==> config.mk <==
export PLATFORM = sky130hd
export DESIGN_NAME = sbe_error_bank
export DESIGN_NICKNAME = d
export VERILOG_FILES = /design/src/hw/sbe_pkg.sv /design/src/hw/sbe_event_map.sv /design/src/hw/sbe_error_bank.sv
export SDC_FILE = /design/constraint.sdc
export NUM_CORES = 1
export LEC_CHECK = 0
export BUFFER_PORTS_ARGS = -buffer_cell sky130_fd_sc_hd__buf_4
export CAP_MARGIN = 5
export CORE_UTILIZATION = 30
export CTS_CLUSTER_SIZE = 40
export DETAILED_ROUTE_END_ITERATION = 8
export GPL_ROUTABILITY_DRIVEN = 0
export PLACE_DENSITY = 0.6
export REMOVE_ABC_BUFFERS = 1
export SETUP_SLACK_MARGIN = 0.2
export SLEW_MARGIN = 5
export SYNTH_ARGS = -nofsm -noshare
export SYNTH_HDL_FRONTEND = slang
export SYNTH_HIERARCHICAL = 1
export SYNTH_SLANG_ARGS = --single-unit
==> constraint.sdc <==
create_clock -name sys_clk_i -period 5.7 [get_ports sys_clk_i]
set_input_delay 0.855 -clock sys_clk_i [delete_from_list [all_inputs] [get_ports sys_clk_i]]
set_output_delay 0.855 -clock sys_clk_i [all_outputs]
set_load 0.1 [all_outputs]
==> src/hw/sbe_pkg.sv <==
// Package for the secondary-bus uncorrectable error flag and gate bank.
// Assumes a 4 KB extended configuration space of 32-bit words, reached by 12-bit byte offset.
package sbe_pkg;

  // ----------------------------------------------------------------
  // Register map
  // ----------------------------------------------------------------
  localparam int unsigned SBE_CFG_AW = 12;
  localparam int unsigned SBE_REG_W = 32;
  localparam logic [SBE_CFG_AW-1:0] SBE_FLAGS_OFS = 12'h12C;
  localparam logic [SBE_CFG_AW-1:0] SBE_MASKS_OFS = 12'h130;

  // ----------------------------------------------------------------
  // Reset values and implemented bits
  // ----------------------------------------------------------------
  localparam logic [SBE_REG_W-1:0] SBE_FLAGS_RESET = 32'h0000_0000;
  localparam logic [SBE_REG_W-1:0] SBE_MASKS_RESET = 32'h0000_17A8;
  localparam logic [SBE_REG_W-1:0] SBE_FLAGS_IMPL = 32'h0000_1E8C;
  localparam logic [SBE_REG_W-1:0] SBE_MASKS_IMPL = 32'h0000_3FEE;

  // ----------------------------------------------------------------
  // Field positions shared by flags and gates
  // ----------------------------------------------------------------
  localparam int unsigned SBE_SYSERR_BIT = 12;
  localparam int unsigned SBE_PARSIG_BIT = 11;
  localparam int unsigned SBE_DISCARD_BIT = 10;
  localparam int unsigned SBE_ADDRPAR_BIT = 9;
  localparam int unsigned SBE_DATAPAR_BIT = 7;
  localparam int unsigned SBE_MABORT_BIT = 3;
  localparam int unsigned SBE_TABORT_BIT = 2;

  // ----------------------------------------------------------------
  // Timing
  // ----------------------------------------------------------------
  localparam int unsigned SBE_CFG_ACK_LAT = 1;

  // ----------------------------------------------------------------
  // Carriers
  // ----------------------------------------------------------------
  typedef struct packed {
    logic system_error_seen;
    logic parity_signal_seen;
    logic discard_timer_expired;
    logic address_parity;
    logic write_data_parity;
    logic read_cpl_parity_signal;
    logic master_abort;
    logic target_abort;
  } sbe_sec_evt_s;

  typedef struct packed {
    logic valid;
    logic write;
    logic [SBE_CFG_AW-1:0] addr;
    logic [3:0] be;
    logic [SBE_REG_W-1:0] wdata;
  } sbe_cfg_req_s;

  typedef struct packed {
    logic ack;
    logic [SBE_REG_W-1:0] rdata;
  } sbe_cfg_rsp_s;

  typedef struct packed {
    logic [SBE_REG_W-1:0] flags;
    logic [SBE_REG_W-1:0] masks;
    sbe_cfg_rsp_s rsp;
    logic [SBE_REG_W-1:0] report;
  } sbe_state_s;

endpackage : sbe_pkg

==> src/hw/sbe_event_map.sv <==
// Maps secondary-bus error events onto their flag positions.
// Assumes events are one-cycle pulses synchronous to the core clock.
`timescale 1ns/1ps
module sbe_event_map
  import sbe_pkg::*;
(
  // Secondary bus events
  input  wire sbe_pkg::sbe_sec_evt_s evt_i,
  // Events by flag position
  output logic [sbe_pkg::SBE_REG_W-1:0] raw_o
);

  always_comb
  begin
    raw_o = '0;
    raw_o[SBE_SYSERR_BIT] = evt_i.system_error_seen;
    raw_o[SBE_PARSIG_BIT] = evt_i.parity_signal_seen;
    raw_o[SBE_DISCARD_BIT] = evt_i.discard_timer_expired;
    raw_o[SBE_ADDRPAR_BIT] = evt_i.address_parity;
    raw_o[SBE_DATAPAR_BIT] = evt_i.write_data_parity | evt_i.read_cpl_parity_signal;
    raw_o[SBE_MABORT_BIT] = evt_i.master_abort;
    raw_o[SBE_TABORT_BIT] = evt_i.target_abort;
  end

endmodule : sbe_event_map

==> src/hw/sbe_error_bank.sv <==
// Secondary-bus uncorrectable error flags (write-one-to-clear) and gates.
// Assumes configuration requests arrive as single-cycle strobes.
//
// Operation
// - Flags sticky; software clears by writing one
// - Bit 12 set on secondary system error
// - Bit 11 set on secondary parity signal
// - Bit 10 set on discard timer expiry
// - Bit 9 set on upstream address parity
// - Bit 7 set on data parity errors
// - Bit 3 set on initiated master abort
// - Bit 2 set on initiated target abort
// - Reserved bits read zero, ignore writes
// - Gated error sets nothing and reports nothing
// - Gate bits at flag positions are read/write
// - Extended-bus gate bits are plain storage
// - Defaults on fundamental reset, active low, and also on sys_rst_i
`timescale 1ns/1ps
module sbe_error_bank
  import sbe_pkg::*;
#(
  parameter int unsigned REG_W = 32
)
(
  // Clock and resets
  input  wire logic sys_clk_i,
  input  wire logic sys_rst_i,
  input  wire logic pcie_reset_n_i,
  input  wire logic global_reset_pin_n_i,
  // Secondary bus events
  input  wire sbe_pkg::sbe_sec_evt_s sec_evt_i,
  // Configuration access
  input  wire sbe_pkg::sbe_cfg_req_s cfg_req_i,
  output sbe_pkg::sbe_cfg_rsp_s cfg_rsp_o,
  // Status towards reporting logic
  output logic fundamental_reset_n_o,
  output logic [sbe_pkg::SBE_REG_W-1:0] flags_o,
  output logic [sbe_pkg::SBE_REG_W-1:0] masks_o,
  output logic [sbe_pkg::SBE_REG_W-1:0] report_o
);

  // ----------------------------------------------------------------
  // Elaboration checks
  // ----------------------------------------------------------------
  if (REG_W != SBE_REG_W)
  begin : g_bad_width
    $error("sbe_error_bank: REG_W must equal the configuration word width");
  end

  // ----------------------------------------------------------------
  // Reset
  // ----------------------------------------------------------------
  logic fundamental_reset_n;
  logic bank_rst;

  assign fundamental_reset_n = pcie_reset_n_i & global_reset_pin_n_i;
  assign bank_rst = sys_rst_i | ~fundamental_reset_n;
  assign fundamental_reset_n_o = fundamental_reset_n;

  // ----------------------------------------------------------------
  // Event mapping and gating
  // ----------------------------------------------------------------
  logic [SBE_REG_W-1:0] raw_v;
  logic [SBE_REG_W-1:0] evt_v;

  sbe_event_map u_event_map (
    .evt_i (sec_evt_i),
    .raw_o (raw_v)
  );

  sbe_state_s s_q;
  sbe_state_s s_d;

  // Extended-bus gate bits have no event behind them, so they gate nothing
  assign evt_v = raw_v & ~s_q.masks & SBE_FLAGS_IMPL;

  // ----------------------------------------------------------------
  // Configuration decode
  // ----------------------------------------------------------------
  logic [SBE_REG_W-1:0] be_mask;
  logic hit_flags;
  logic hit_masks;
  logic wr_flags;
  logic wr_masks;
  logic [SBE_REG_W-1:0] clr_v;
  logic [SBE_REG_W-1:0] mask_wr_sel;

  for (genvar b = 0; b < 4; b++)
  begin : g_be
    assign be_mask[8*b +: 8] = {8{cfg_req_i.be[b]}};
  end

  assign hit_flags = cfg_req_i.addr == SBE_FLAGS_OFS;
  assign hit_masks = cfg_req_i.addr == SBE_MASKS_OFS;
  assign wr_flags = cfg_req_i.valid & cfg_req_i.write & hit_flags;
  assign wr_masks = cfg_req_i.valid & cfg_req_i.write & hit_masks;
  assign clr_v = wr_flags ? (cfg_req_i.wdata & be_mask & SBE_FLAGS_IMPL) : '0;
  assign mask_wr_sel = wr_masks ? (be_mask & SBE_MASKS_IMPL) : '0;

  // ----------------------------------------------------------------
  // Next state
  // ----------------------------------------------------------------
  always_comb
  begin
    s_d = s_q;
    // New events land after the clear, so a clash leaves the flag set
    s_d.flags = (s_q.flags & ~clr_v) | evt_v;
    s_d.masks = (s_q.masks & ~mask_wr_sel) | (cfg_req_i.wdata & mask_wr_sel);
    s_d.report = evt_v;
    s_d.rsp.ack = cfg_req_i.valid;
    s_d.rsp.rdata = '0;
    if (cfg_req_i.valid && !cfg_req_i.write)
    begin
      if (hit_flags)
      begin
        s_d.rsp.rdata = s_q.flags & SBE_FLAGS_IMPL;
      end
      else if (hit_masks)
      begin
        s_d.rsp.rdata = s_q.masks & SBE_MASKS_IMPL;
      end
    end
  end

  always_ff @(posedge sys_clk_i or posedge bank_rst)
  begin
    if (bank_rst)
    begin
      s_q.flags <= SBE_FLAGS_RESET;
      s_q.masks <= SBE_MASKS_RESET;
      s_q.rsp <= '0;
      s_q.report <= '0;
    end
    else
    begin
      s_q <= s_d;
    end
  end

  assign cfg_rsp_o = s_q.rsp;
  assign flags_o = s_q.flags;
  assign masks_o = s_q.masks;
  assign report_o = s_q.report;

  // ----------------------------------------------------------------
  // Assertion helpers
  // ----------------------------------------------------------------
  logic [SBE_REG_W-1:0] keep_v;
  logic [SBE_REG_W-1:0] blocked_v;
  logic [SBE_REG_W-1:0] setclr_v;
  logic [SBE_REG_W-1:0] mask_exp_v;

  assign keep_v = s_q.flags & ~clr_v;
  assign blocked_v = raw_v & s_q.masks & ~s_q.flags;
  assign setclr_v = evt_v & clr_v;
  assign mask_exp_v = (s_q.masks & ~mask_wr_sel) | (cfg_req_i.wdata & mask_wr_sel);

  // ----------------------------------------------------------------
  // Assertions
  // ----------------------------------------------------------------
  property p_flag_sticky;
    @(posedge sys_clk_i) disable iff (bank_rst)
    (|keep_v) |=> ((s_q.flags & $past(keep_v)) == $past(keep_v));
  endproperty
  a_flag_sticky: assert property (p_flag_sticky)
    else $error("set flag dropped without a write-one clear");

  property p_clear_by_one;
    @(posedge sys_clk_i) disable iff (bank_rst)
    (|(clr_v & ~evt_v)) |=> ((s_q.flags & $past(clr_v) & ~$past(evt_v)) == '0);
  endproperty
  a_clear_by_one: assert property (p_clear_by_one)
    else $error("write-one did not clear the flag");

  property p_syserr_sets;
    @(posedge sys_clk_i) disable iff (bank_rst)
    (sec_evt_i.system_error_seen && !s_q.masks[SBE_SYSERR_BIT])
      |=> (s_q.flags[SBE_SYSERR_BIT] && s_q.report[SBE_SYSERR_BIT]);
  endproperty
  a_syserr_sets: assert property (p_syserr_sets)
    else $error("system error not captured in bit 12");

  property p_parsig_sets;
    @(posedge sys_clk_i) disable iff (bank_rst)
    (sec_evt_i.parity_signal_seen && !s_q.masks[SBE_PARSIG_BIT])
      |=> s_q.flags[SBE_PARSIG_BIT];
  endproperty
  a_parsig_sets: assert property (p_parsig_sets)
    else $error("parity signal not captured in bit 11");

  property p_discard_sets;
    @(posedge sys_clk_i) disable iff (bank_rst)
    (sec_evt_i.discard_timer_expired && !s_q.masks[SBE_DISCARD_BIT])
      |=> s_q.flags[SBE_DISCARD_BIT];
  endproperty
  a_discard_sets: assert property (p_discard_sets)
    else $error("discard expiry not captured in bit 10");

  property p_addrpar_sets;
    @(posedge sys_clk_i) disable iff (bank_rst)
    (sec_evt_i.address_parity && !s_q.masks[SBE_ADDRPAR_BIT])
      |=> s_q.flags[SBE_ADDRPAR_BIT];
  endproperty
  a_addrpar_sets: assert property (p_addrpar_sets)
    else $error("address parity not captured in bit 9");

  property p_datapar_sets;
    @(posedge sys_clk_i) disable iff (bank_rst)
    ((sec_evt_i.write_data_parity || sec_evt_i.read_cpl_parity_signal)
      && !s_q.masks[SBE_DATAPAR_BIT]) |=> s_q.flags[SBE_DATAPAR_BIT];
  endproperty
  a_datapar_sets: assert property (p_datapar_sets)
    else $error("data parity not captured in bit 7");

  property p_mabort_sets;
    @(posedge sys_clk_i) disable iff (bank_rst)
    (sec_evt_i.master_abort && !s_q.masks[SBE_MABORT_BIT]) |=> s_q.flags[SBE_MABORT_BIT];
  endproperty
  a_mabort_sets: assert property (p_mabort_sets)
    else $error("master abort not captured in bit 3");

  property p_tabort_sets;
    @(posedge sys_clk_i) disable iff (bank_rst)
    (sec_evt_i.target_abort && !s_q.masks[SBE_TABORT_BIT]) |=> s_q.flags[SBE_TABORT_BIT];
  endproperty
  a_tabort_sets: assert property (p_tabort_sets)
    else $error("target abort not captured in bit 2");

  property p_reserved_zero;
    @(posedge sys_clk_i) disable iff (bank_rst)
    cfg_rsp_o.ack |-> (((s_q.flags & ~SBE_FLAGS_IMPL) == '0)
      && ((s_q.masks & ~SBE_MASKS_IMPL) == '0));
  endproperty
  a_reserved_zero: assert property (p_reserved_zero)
    else $error("reserved bit holds a one");

  property p_gated_blocked;
    @(posedge sys_clk_i) disable iff (bank_rst)
    (|blocked_v) |=> (((s_q.flags | s_q.report) & $past(blocked_v)) == '0);
  endproperty
  a_gated_blocked: assert property (p_gated_blocked)
    else $error("gated error reached flag or report");

  property p_mask_write;
    @(posedge sys_clk_i) disable iff (bank_rst)
    wr_masks |=> (s_q.masks == $past(mask_exp_v));
  endproperty
  a_mask_write: assert property (p_mask_write)
    else $error("gate register write not stored");

  property p_unused_gates_inert;
    @(posedge sys_clk_i) disable iff (bank_rst)
    (s_q.report & ~SBE_FLAGS_IMPL) == '0;
  endproperty
  a_unused_gates_inert: assert property (p_unused_gates_inert)
    else $error("report outside the implemented error bits");

  property p_reset_defaults;
    @(posedge sys_clk_i) disable iff (sys_rst_i)
    !fundamental_reset_n |-> ((s_q.flags == SBE_FLAGS_RESET) && (s_q.masks == SBE_MASKS_RESET));
  endproperty
  a_reset_defaults: assert property (p_reset_defaults)
    else $error("registers not at defaults in fundamental reset");

  property p_set_wins;
    @(posedge sys_clk_i) disable iff (bank_rst)
    (|setclr_v) |=> ((s_q.flags & $past(setclr_v)) == $past(setclr_v));
  endproperty
  a_set_wins: assert property (p_set_wins)
    else $error("clear beat a simultaneous error");

  property p_read_latency;
    @(posedge sys_clk_i) disable iff (bank_rst)
    (cfg_req_i.valid && !cfg_req_i.write && hit_flags)
      |=> (cfg_rsp_o.ack && (cfg_rsp_o.rdata == $past(s_q.flags)));
  endproperty
  a_read_latency: assert property (p_read_latency)
    else $error("flag read answer wrong or late");

  property p_ack_follows;
    @(posedge sys_clk_i) disable iff (bank_rst)
    cfg_req_i.valid |=> cfg_rsp_o.ack;
  endproperty
  a_ack_follows: assert property (p_ack_follows)
    else $error("configuration request not acknowledged");

  property p_unmapped_read_zero;
    @(posedge sys_clk_i) disable iff (bank_rst)
    (cfg_req_i.valid && !cfg_req_i.write && !hit_flags && !hit_masks)
      |=> (cfg_rsp_o.rdata == '0);
  endproperty
  a_unmapped_read_zero: assert property (p_unmapped_read_zero)
    else $error("unmapped read returned nonzero data");

  // ----------------------------------------------------------------
  // Coverage
  // ----------------------------------------------------------------
  c_clear: cover property (@(posedge sys_clk_i) disable iff (bank_rst) |(clr_v & s_q.flags));
  c_blocked: cover property (@(posedge sys_clk_i) disable iff (bank_rst) |blocked_v);
  c_set_clear: cover property (@(posedge sys_clk_i) disable iff (bank_rst) |setclr_v);
  c_unmask: cover property (@(posedge sys_clk_i) disable iff (bank_rst)
    wr_masks ##1 (|s_q.report));

endmodule : sbe_error_bank

==> results.py <==
metrics = {
    "outcome": {
        "outcome": "completed",
    },
    "cells_and_area": {
        "layout_commonest_cell": "conb_1",
        "drive_gt1_frac": 0.390,
        "final_net_count": 353,
        "post-route-util": 0.374,
        "area_delta_synth_final_pct": 20.2,
        "most-common-layout-cells": "conb_1, buf_4, dfrtp_1, nor2_1, nor2b_1",
        "diodes": 0,
    },
    "power": {
        "p_total_mw": 0.847,
        "powerDensity_mw_per_mm2": 312,
        "p_leak_nw": 1.45,
        "ir_drop_uv": 149,
    },
    "grt": {
        "grt_pass1_vias": 1177,
        "grt_pass1_wl_um": 5870,
        "gr-usage-all-layers": 0.102,
        "antenna_found_initial": 0,
        "grt_max_degree": 40,
        "overflow": 0,
    },
    "routing": {
        "ant_nets": 0,
        "wire_per_inst_um": 10.7,
        "drt-total-wl_um": 4200,
        "drtPass1Iterations": 4,
        "viasPerCell": 3.77,
        "drc": 0,
        "via_count": 1474,
        "drt_iter0_markers": 50,
    },
    "worst_hold_path": {
        "min_to": "report_o[11]",
        "hp-class": "register to register",
        "min_path_cells": 1,
    },
    "cts": {
        "clk_latency_ps": 280,
        "cts_root_buffer": "clkbuf_8",
        "htreeDepth": 2,
        "clk_pin_slew_worst_paths_ps": 70,
        "cts_buffer_depth": 2,
        "cts_hold_buf": 0,
        "cts_resized": 0,
        "cts_sinks": 39,
        "numCtsBuffers": 5,
        "cts.repair_timing.setup_buffer_count": 0,
        "tritoncts": "done",
    },
    "worst_setup_path": {
        "reg2reg_slack_ps": 4760,
        "path_max_fanout": 2,
        "crit_required_ps": 4850,
        "reg2reg_depth": 3,
        "critical_path_arrival_ps": 1350,
        "rr_endpoint": "flags_o[10]",
        "critPathKind": "input port to output pin",
        "startpoint_type": "input port",
        "end_kind": "output pin",
    },
    "sta": {
        "fmax_mhz": 454,
        "rsz0062_at_grt": "false",
        "finalSetupViolCount": 0,
        "final.setup.worst_slack_ps": 3490,
        "period_minus_slack_ps": 2210,
        "maxSlewViolCount": 0,
        "relSlewSlack": 0.293,
        "tightest_slew_ps": 1060,
        "period_share": 0.387,
        "skew_ps": 3.98,
        "setup_tns_ps": 0,
        "finalHoldViolCount": 0,
    },
    "floorplanning": {
        "dieArea_mm2": 0.00787,
        "fp.dieH_um": 88.7,
        "io_pins": 192,
        "start_util": 0.311,
        "chipWidth_um": 88.7,
        "core.rowCount": 31,
        "coreArea_mm2": 0.00725,
    },
    "synth": {
        "synth_area_per_cell_um2": 10.6,
        "synth_area_mm2": 0.00226,
        "synth_warnings": 6,
        "syn_inst": 213,
    },
    "placement": {
        "io_buffers": 79,
        "hpwl_um": 3200,
        "place_ws_ps": 3250,
    },
    "flow_run": {
        "cap_violations": 0,
    },
}
worst max-delay path, stage by stage:
cell and delay, ps:
buf_4 70, and2_1 130, buf_4 290
how the worst max path moves through the flow:
stage	startpoint	endpoint	slack, ps
after floorplan	pcie_reset_n_i	asynchronous set/reset pin	1680
after global placement	cfg_req_i[47]	register	3230
after detailed placement	cfg_req_i[37]	register	3250
after CTS	pcie_reset_n_i	fundamental_reset_n_o	3490
after global routing	pcie_reset_n_i	fundamental_reset_n_o	3440
final	pcie_reset_n_i	fundamental_reset_n_o	3490
through the flow:
step,hold WS [ps],cells,area (µm²)
detailed placement,504,383,2590
floorplan,777,204,1860
global placement,511,383,2590
CTS,516,391,2710
finish,513,391,2710
global route,548,391,2710
power breakdown:
group          switching, mW  internal [mW]
clock network         0.0982          0.142
logic                  0.299         0.0276
registers           0.000800          0.280
per-layer routing:
layer  part of all wire  wire length (µm)  track usage
met2               0.46              1940        0.166
met1               0.41              1710        0.122
met3               0.12               493       0.0317
met4              0.013                55       0.0499
met5                  0                 0            0
area by class of cell:
class / instances / area, µm²
clock buffer: 6 / 82.6
timing repair buffer: 80 / 601
sequential: 39 / 985
tap: 99 / 124
multi-input combinational: 165 / 886
clock inverter: 2 / 35.0
fill: 721 / 4540
No activity file was read; power rests on OpenSTA's default activity.
